`src/pkg/p1ag_pkg.sv`:
```
// Purpose: shared constants for the port with low address byte
// Assumes: APB with 32-bit data, one register per aligned word
// Notes:   printed offsets are multiples of four, so they are byte addresses
`default_nettype none
package p1ag_pkg;
  localparam int          P1AG_AW            = 20;
  localparam int          P1AG_W             = 8;
  localparam logic [19:0] P1AG_DIR_OFFSET    = 20'hEE000;
  localparam logic [19:0] P1AG_DATA_OFFSET   = 20'hFFFD0;
  localparam logic [19:0] P1AG_CTRL_OFFSET   = 20'hFFFD4;
  localparam logic [7:0]  P1AG_DIR_RST_ADDR  = 8'hFF;
  localparam logic [7:0]  P1AG_DIR_RST_GPIO  = 8'h00;
  localparam logic [7:0]  P1AG_DATA_RST      = 8'h00;
  localparam logic [7:0]  P1AG_DIR_READBACK  = 8'hFF;
  localparam logic [2:0]  P1AG_MODE_LAST_EXT = 3'h4;
  localparam logic [2:0]  P1AG_MODE_MIXED    = 3'h5;
  localparam int          P1AG_CTRL_STBY_BIT = 0;
endpackage : p1ag_pkg
`default_nettype wire

```
`src/rtl/p1ag_pin_sync.sv`:
```
// Purpose: three-stage pin synchroniser with agreement filter
// Assumes: pins are asynchronous to mclk_i
// Notes:   stage one feeds only stage two
`default_nettype none
module p1ag_pin_sync (
  input  wire logic       mclk_i,
  input  wire logic       rst_n_i,
  input  wire logic [7:0] pin_i,
  output logic      [7:0] level_o
);
  logic [7:0] s1_r;
  logic [7:0] s2_r;
  logic [7:0] s3_r;

  // shift chain; stage one is read by stage two only
  always_ff @(posedge mclk_i) begin
    if (!rst_n_i) begin
      s1_r <= 8'h00;
      s2_r <= 8'h00;
      s3_r <= 8'h00;
    end else begin
      s1_r <= pin_i;
      s2_r <= s1_r;
      s3_r <= s2_r;
    end
  end

  // accept a change per bit only once stages two and three agree
  genvar g;
  for (g = 0; g < 8; g++) begin : g_bit
    always_ff @(posedge mclk_i) begin
      if (!rst_n_i) begin
        level_o[g] <= 1'b0;
      end else if (s2_r[g] == s3_r[g]) begin
        level_o[g] <= s3_r[g];
      end
    end
  end
endmodule // p1ag_pin_sync
`default_nettype wire

```
`src/rtl/p1ag_port.sv`:
```
// Purpose: 8-bit port, generic i/o or low address byte by operating mode
// Assumes: mode_i is stable around reset; addr/row-col mux arrives ready
// Notes:   APB slave, zero wait states, pslverr on unmapped addresses
//          direction is write only and answers all ones when read
//          pins are registered, so a register write shows one edge later
//          standby only reports; nothing here stops the clock
//
// How it works
// - per-pin direction register plus a separate output data register
// - modes 1 to 4 drive all pins as address low byte
// - mode 5 pin is address output if direction 1, else input
// - modes 6 and 7 are generic i/o chosen by direction bit
// - direction register is 8 bits and write only
// - reset direction is all ones in modes 1-4, zeros in 5-7
// - output data register is 8-bit read/write, reset to zero
// - with dram in areas 2-5 pins carry multiplexed row/column address
// - port read gives pin level where direction 0, data where 1
// - in modes 1 to 4 direction bits stay 1, writes ignored
// - in modes 5 to 7 direction reads as all ones
// - registers hold contents in software standby, outputs keep driving
`default_nettype none
module p1ag_port
  import p1ag_pkg::*;
(
  input  wire logic        mclk_i,
  input  wire logic        rst_n_i,
  input  wire logic [2:0]  mode_i,
  input  wire logic [7:0]  addr_low_i,
  input  wire logic [7:0]  dram_addr_i,
  input  wire logic        dram_cycle_i,
  input  wire logic [7:0]  pin_i,
  input  wire logic        psel,
  input  wire logic        penable,
  input  wire logic        pwrite,
  input  wire logic [19:0] paddr,
  input  wire logic [31:0] pwdata,
  output logic      [31:0] prdata,
  output logic             pready,
  output logic             pslverr,
  output logic      [7:0]  pin_o,
  output logic      [7:0]  pin_oe_o,
  output logic             standby_o
);
  logic [7:0] dir_r;
  logic [7:0] data_r;
  logic       stby_r;
  logic [7:0] level;
  logic       ext_mode;
  logic       mixed_mode;
  logic       acc;
  logic       hit_dir;
  logic       hit_data;
  logic       hit_ctrl;
  logic [7:0] addr_sel;
  logic [7:0] oe_nxt;
  logic [7:0] out_nxt;
  logic [7:0] port_rd;
  logic       setup_ph;
  logic       hit_any;
  logic       wr_dir;
  logic       wr_data;
  logic       wr_ctrl;
  logic       err_nxt;
  logic [31:0] rd_nxt;
  logic       stby_q_r;

  p1ag_pin_sync u_sync (
    .mclk_i  (mclk_i),
    .rst_n_i (rst_n_i),
    .pin_i   (pin_i),
    .level_o (level)
  );

  // mode decode: modes 1-4 are the address-only expanded modes
  // mode 0 is not a real mode; it falls through to plain i/o
  assign ext_mode   = (mode_i != 3'h0) && (mode_i <= P1AG_MODE_LAST_EXT);
  assign mixed_mode = (mode_i == P1AG_MODE_MIXED);

  // apb decode; access phase takes the transfer with no wait states
  assign acc      = psel && penable;
  assign hit_dir  = (paddr == P1AG_DIR_OFFSET);
  assign hit_data = (paddr == P1AG_DATA_OFFSET);
  assign hit_ctrl = (paddr == P1AG_CTRL_OFFSET);

  // setup-cycle strobe; reply regs load here so they stand in the access cycle
  assign setup_ph = psel && !penable;
  assign hit_any  = hit_dir || hit_data || hit_ctrl;

  // write strobes; an unmapped address matches none, so its write is dropped
  assign wr_dir   = acc && pwrite && hit_dir;
  assign wr_data  = acc && pwrite && hit_data;
  assign wr_ctrl  = acc && pwrite && hit_ctrl;

  // direction register; ext modes pin it to ones so writes cannot stick
  always_ff @(posedge mclk_i) begin
    if (!rst_n_i) begin
      dir_r <= ext_mode ? P1AG_DIR_RST_ADDR : P1AG_DIR_RST_GPIO;
    end else if (ext_mode) begin
      dir_r <= P1AG_DIR_RST_ADDR;
    end else if (wr_dir) begin
      dir_r <= pwdata[7:0];
    end
  end

  // output data register; standby does not touch it
  always_ff @(posedge mclk_i) begin
    if (!rst_n_i) begin
      data_r <= P1AG_DATA_RST;
    end else if (wr_data) begin
      data_r <= pwdata[7:0];
    end
  end

  // standby flag only reported out; registers keep state through it
  always_ff @(posedge mclk_i) begin
    if (!rst_n_i) begin
      stby_r <= 1'b0;
    end else if (wr_ctrl) begin
      stby_r <= pwdata[P1AG_CTRL_STBY_BIT];
    end
  end

  // dram row/column address replaces the plain address during its cycles
  assign addr_sel = dram_cycle_i ? dram_addr_i : addr_low_i;

  // per-pin function select; a mode 5 pin that points out shows the address,
  // never the data register, so software cannot disturb the external bus
  genvar g;
  for (g = 0; g < 8; g++) begin : g_pin
    always_comb begin
      if (ext_mode) begin
        oe_nxt[g]  = 1'b1;
        out_nxt[g] = addr_sel[g];
      end else if (mixed_mode) begin
        oe_nxt[g]  = dir_r[g];
        out_nxt[g] = addr_sel[g];
      end else begin
        oe_nxt[g]  = dir_r[g];
        out_nxt[g] = data_r[g];
      end
    end
  end

  // port read mixes pin level and stored data per direction bit
  assign port_rd = (dir_r & data_r) | (~dir_r & level);

  // registered enables; one cycle behind the selection, glitch free
  always_ff @(posedge mclk_i) begin
    if (!rst_n_i) begin
      pin_oe_o <= 8'h00;
    end else begin
      pin_oe_o <= oe_nxt;
    end
  end

  // registered pin values; same delay as the enables so both move together
  always_ff @(posedge mclk_i) begin
    if (!rst_n_i) begin
      pin_o <= 8'h00;
    end else begin
      pin_o <= out_nxt;
    end
  end

  // read mux; direction is write only, so it always answers all ones
  always_comb begin
    rd_nxt = 32'h0000_0000;
    if (setup_ph && !pwrite) begin
      if (hit_dir) begin
        rd_nxt = {24'h00_0000, P1AG_DIR_READBACK};
      end else if (hit_data) begin
        rd_nxt = {24'h00_0000, port_rd};
      end else if (hit_ctrl) begin
        rd_nxt = {31'h0000_0000, stby_r};
      end
    end
  end

  // error answer; unmapped addresses fail but leave every register alone
  assign err_nxt = setup_ph && !hit_any;

  // ready one cycle after setup, so the access phase never waits
  always_ff @(posedge mclk_i) begin
    if (!rst_n_i) begin
      pready <= 1'b0;
    end else begin
      pready <= setup_ph;
    end
  end

  // error flag stands beside ready for the one access cycle
  always_ff @(posedge mclk_i) begin
    if (!rst_n_i) begin
      pslverr <= 1'b0;
    end else begin
      pslverr <= err_nxt;
    end
  end

  // read data registered at setup; zero outside a read keeps the bus quiet
  always_ff @(posedge mclk_i) begin
    if (!rst_n_i) begin
      prdata <= 32'h0000_0000;
    end else begin
      prdata <= rd_nxt;
    end
  end

  // standby reported one cycle late; the extra stage keeps the output a flop
  always_ff @(posedge mclk_i) begin
    if (!rst_n_i) begin
      stby_q_r <= 1'b0;
    end else begin
      stby_q_r <= stby_r;
    end
  end

  // plain wire from the flop above, no logic in the path
  assign standby_o = stby_q_r;
endmodule // p1ag_port
`default_nettype wire
```
`config.mk`:
```
export PLATFORM = sky130hd
export DESIGN_NAME = p1ag_port
export DESIGN_NICKNAME = d
export VERILOG_FILES = /design/src/pkg/p1ag_pkg.sv /design/src/rtl/p1ag_pin_sync.sv /design/src/rtl/p1ag_port.sv
export SDC_FILE = /design/constraint.sdc
export NUM_CORES = 1
export LEC_CHECK = 0
export BUFFER_PORTS_ARGS = -buffer_cell sky130_fd_sc_hd__buf_2
export CORE_ASPECT_RATIO = 2
export CORE_UTILIZATION = 41
export DETAILED_ROUTE_END_ITERATION = 10
export GPL_ROUTABILITY_DRIVEN = 0
export PLACE_DENSITY = 0.75
export SETUP_SLACK_MARGIN = 0.5
export SLEW_MARGIN = 25
export SYNTH_ARGS = -nofsm -noshare
export SYNTH_HDL_FRONTEND = slang
export SYNTH_SLANG_ARGS = --single-unit
export TNS_END_PERCENT = 30
```
`constraint.sdc`:
```
create_clock -name mclk_i -period 2.77 [get_ports mclk_i]
set_input_delay 0.4155 -clock mclk_i [delete_from_list [all_inputs] [get_ports mclk_i]]
set_output_delay 0.4155 -clock mclk_i [all_outputs]
set_load 0.02 [all_outputs]
```
== After elaboration in Yosys (flattened, before gate mapping) ==
Cells that the tools add are included.

* Flip-flop bits (word level): 100
* Bits of input ports: 85
* Output and inout port bits: 51
* Word-level logic and storage cells: 90

* Magnitude comparators: 1
* Eq/ne operators: 13
* Muxes and demuxes: 32
* Bitwise operators: 6
* Reduce and logical (&&, ||, !) cells: 17

{| class="wikitable"
|+ Operator list
! operator !! number
|-
| == test 20 bit (second input constant) || 3
|-
| two-way mux 8 bit || 7
|-
| two-way mux 1 bit || 25
|-
| bitwise AND 8 bit || 2
|-
| logical AND 1 bit || 9
|-
| == test 1 bit || 8
|-
| NOT 8 bit || 1
|-
| bitwise OR 8 bit || 1
|-
| OR reduction 4 bit || 1
|-
| == test 3 bit (second input constant) || 1
|-
| <= comparator 3 bit (second input constant) || 1
|-
| zero test 1 bit || 3
|-
| != test 3 x 1 -> 1 bit (second input constant) || 1
|-
| nonzero test 3 bit || 1
|-
| logical OR 1 bit || 2
|-
| NOT 1 bit || 2
|-
| AND reduction 2 bit || 1
|}

== Longest topological paths before layout ==
* Depth in word-level cells: 6
* Depth in mapped cells: 5
* Gate-level depth less buffers: 4

== Cells and area by module ==
A second synthesis with hierarchy kept.

* Cells, all modules: 299
* Area, all modules: 2962.8 um^2

{| class="wikitable"
|+ Modules (own cells, without submodules)
! module !! instances !! cells an instance !! area an instance (um^2) !! seq. area each (um^2)
|-
| p1ag_port || 1 || 216 || 2001.9 || 960.9
|-
| p1ag_pin_sync || 1 || 83 || 960.9 || 640.6
|}

== Worst setup path after synthesis ==
No wires, ideal clock.

* Kind: input to register
* From: in paddr[1]
* To: reg dir_r[0] (enable)
* Setup time: 404 ps
* Data arrival time: 2422 ps
* Required time: 2366 ps
* Slack: -55 ps
* Cell stages on the path: 3
* Path buffers: 0
* Cells stage by stage: or4b_4 > or3_1 > o311ai_0

* Cells in the longest elaborated chain, start to end: 3

{| class="wikitable"
|+ RTL lines
! item !! line !! source
|-
| start, declared || p1ag_port.sv:35 || <nowiki>input wire logic [19:0] paddr,</nowiki>
|-
| == test 20 bit || p1ag_port.sv:81 || <nowiki>assign hit_dir = (paddr == P1AG_DIR_OFFSET);</nowiki>
|-
| logical AND 1 bit || p1ag_port.sv:90 || <nowiki>assign wr_dir = acc && pwrite && hit_dir;</nowiki>
|-
| != test 3 x 1 -> 1 bit (no line) || n/a ||
|-
| end signal, assigned || p1ag_port.sv:97 || <nowiki>dir_r <= ext_mode ? P1AG_DIR_RST_ADDR : P1AG_DIR_RST_GPIO;</nowiki>
|-
| end signal, assigned || p1ag_port.sv:101 || <nowiki>dir_r <= pwdata[7:0];</nowiki>
|-
| end, declared || p1ag_port.sv:44 || <nowiki>logic [7:0] dir_r;</nowiki>
|}

Every way passes these cells.
A chain may end at the register's enable or synchronous reset.

== Worst setup path after layout ==
* From: in paddr[1]
* To: reg prdata[7]

* Cells in the longest elaborated chain, start to end: 3
* Elaborated cells between the ends (all ways): 4
* Those cells by class: eq/ne (2); mux (2)

{| class="wikitable"
|+ RTL lines
! item !! line !! source
|-
| == test 20 bit || p1ag_port.sv:82 || <nowiki>assign hit_data = (paddr == P1AG_DATA_OFFSET);</nowiki>
|-
| two-way mux 8 bit || p1ag_port.sv:171 || <nowiki>end else if (hit_data) begin</nowiki>
|-
| two-way mux 8 bit (*) || p1ag_port.sv:169 || <nowiki>if (hit_dir) begin</nowiki>
|-
| end signal, assigned || p1ag_port.sv:205 || <nowiki>prdata <= rd_nxt;</nowiki>
|-
| end, declared || p1ag_port.sv:37 || <nowiki>output logic [31:0] prdata,</nowiki>
|}

Every way passes the cells marked *; elsewhere a longest branch is shown, timed or not.

==> flow_metrics.tcl <==
set metrics [dict create \
    grt-busiest-layer "met2" \
    routed_wirelength_um 5349 \
    grt_pass1_wl_um 8645 \
    cts_tree "yes" \
    cts_made_buffers 9 \
    arrival_ns 2.30 \
    grt_antenna_before_repair 0 \
    max_freq_ghz 0.4859 \
    syn_to_final_growth_pct 27.46 \
    reg2reg_depth 4 \
    wl_per_cell_um 11.60 \
    initial_core_util 0.4308 \
    post_drt_via_cell_ratio 4.707 \
    met1_usage 0.1529 \
    die_w_um 61.22 \
    path_clk_slew_ns 0.06 \
    num_rows 42 \
    final_util 0.5491 \
    die_height_um 120.4 \
    synth_ff_type "dfxtp_1" \
    use_met2 0.2785 \
    worstHoldPathCells 2 \
    coreArea_um2 6674 \
    drt-pass1-iter-count 4 \
    drtIter0Drc 79 \
    synth-seq-cells 76 \
    hp-class "input port to flip-flop" \
    cts_hold_buf 0 \
    hpwl_um 3882 \
    pin_count 136 \
    globalRouteTotalUtil 0.1613 \
    io_buffer_count 87 \
    finClkSkew_ns 0.005850 \
    yosys_warnings 0 \
    synth_edf_count 8 \
    rsz0062_at_grt "false" \
    ctsResizeCount 0 \
    synth_top_area_frac 0.4735 \
    clockBufferDepth 2 \
    drc 0 \
    layout_common_cells "buf_2, dfxtp_1, nand2_1, mux2i_1" \
    clock-sinks 76 \
    dieArea_um2 7372 \
    drive_above_1_share 0.2922 \
    yosysTopAreaCell "dfxtp_1" \
    fillerInstances 612 \
    cap_violations 0 \
    setup_viol 0 \
    fin_ws_ns 0.7120 \
    worstMarginPinSlew_ns 0.7387 \
    grt_start_max_net_pins 67 \
    synthCells 277 \
    slew_viol_final 0 \
    slew_headroom 0.5040 \
    layout_commonest_cell "buf_2" \
    grt_pass1_vias 2117 \
    clock_latency_ns 0.33 \
    num_vias 2170 \
    critPathRequiredTime_ns 3.02 \
    cp_max_fo 8 \
    vdd.ir_drop.worst_uv 362.8 \
    ys_seq_area_frac 0.5570 \
    nets 453 \
    post-route-period-util 0.7430 \
    h-tree-depth 3 \
    synthArstFlopShare 0 \
    endpoint_kind "flip-flop" \
    period_minus_slack_ns 2.058 \
    grtUsageMet3 0.04492 \
    hold_viol_final 0 \
    final.setup.tns_ns 0 \
    cts_setup_buffers 0 \
    synth_area_per_cell_um2 10.38 \
    start_kind "input port" \
    pre_cts_ws_ns 0.3940 \
    status "completed" \
    cts-root-buf "clkbuf_16" \
    power.leakage_uw 0.001800 \
    gr-total-overflow 0 \
    diodes 0 \
    critPathKind "input port to flip-flop" \
    yosys-top-cells-area "dfxtp_1, mux2i_1, edfxtp_1" \
    syn_area_um2 2875 \
    ys_types 30 \
    postRouteAntennaNets 0 \
    powerDensity_nw_per_um2 745.7 \
]
metal layers:
metal / vias to the layer above / part of all wire
li1: 1084 / -
met1: 982 / 0.39
met2: 85 / 0.51
met3: 19 / 0.056
met4: 0 / 0.037
met5: - / 0
flip-flops by register name, summed over array words and instances, names as in the netlist:
register,cells
data_r,8
dir_r,8
pin_o,8
pin_oe_o,8
prdata,8
u_sync.level_o,8
u_sync.s1_r,8
u_sync.s2_r,8
u_sync.s3_r,8
pready,1
pslverr,1
standby_o,1
stby_r,1
logic make-up (layout without fill, tap and decap cells):
family,Yosys count,after routing,synth area share
AO/OA/AOI/OAI,44,44,0.1066
XOR/XNOR,2,2,0.006093
buffers and inverters,36,109,0.07876
flip-flops,76,76,0.5570
multiplexers,25,25,0.08703
other,1,24,0.001304
AND/OR/NAND/NOR,93,93,0.1632
final timing paths:
path,from,to,slack [ns]
max,paddr[1],prdata[7]$_SDFF_PN0_,0.71
min,pin_i[2],u_sync.s1_r[2]$_SDFF_PN0_,0.29
max reg2reg,dir_r[0]$_DFFE_PP_,prdata[0]$_SDFF_PN0_,1.78
min reg2reg,u_sync.s1_r[2]$_SDFF_PN0_,u_sync.s2_r[2]$_SDFF_PN0_,0.43
critical path, cell delays in order:
cell     delay (ns)
buf_2          0.10
or4b_4         0.53
or3_1          0.39
or4_1          0.70
o21ai_0        0.16
cells in the mapped netlist (2+ instances only):
cell type   n
and2_1     24
nor4_1      3
nand2_1    46
buf_4      24
nand4b_1    3
o21ai_0    16
nor3_1      3
edfxtp_1    8
a21boi_0    8
nand3_1     3
clkbuf_1    9
inv_1       2
mux2i_1    25
nand4_1     3
nor2_1      3
a21oi_1     2
o21a_1      8
dfxtp_1    68
o211a_1     8
cell type report:
| cell class | instances | area (um2) | share of cell area |
|---|---|---|---|
| Timing Repair Buffer | 91 | 465.4 | 0.1270 |
| Multi-Input combinational cell | 188 | 1141 | 0.3114 |
| Tap cell | 88 | 110.1 | 0.03004 |
| Sequential cell | 76 | 1602 | 0.4370 |
| Clock inverter | 7 | 113.9 | 0.03107 |
| Clock buffer | 9 | 225.2 | 0.06145 |
| Inverter | 2 | 7.507 | 0.002048 |
power by group:
part | total [uW] | internal (uW) | switching, uW
sequential | 1190 | 1170 | 22.1
clock | 1310 | 877 | 430
combinational | 232 | 95.4 | 136
total | 2730 | 2140 | 588
per-stage QoR:
step	hold slack [ns]	area (um2)	std cells	total power, uW
global placement	0.4153	3326	445	1446
detailed placement	0.4169	3326	445	1452
finish	0.2860	3665	461	2733
global route	0.2916	3665	461	2834
floorplan	0.4119	2969	300	1385
CTS	0.2750	3665	461	2761
Note: power is estimated with default switching activity, not from simulation.
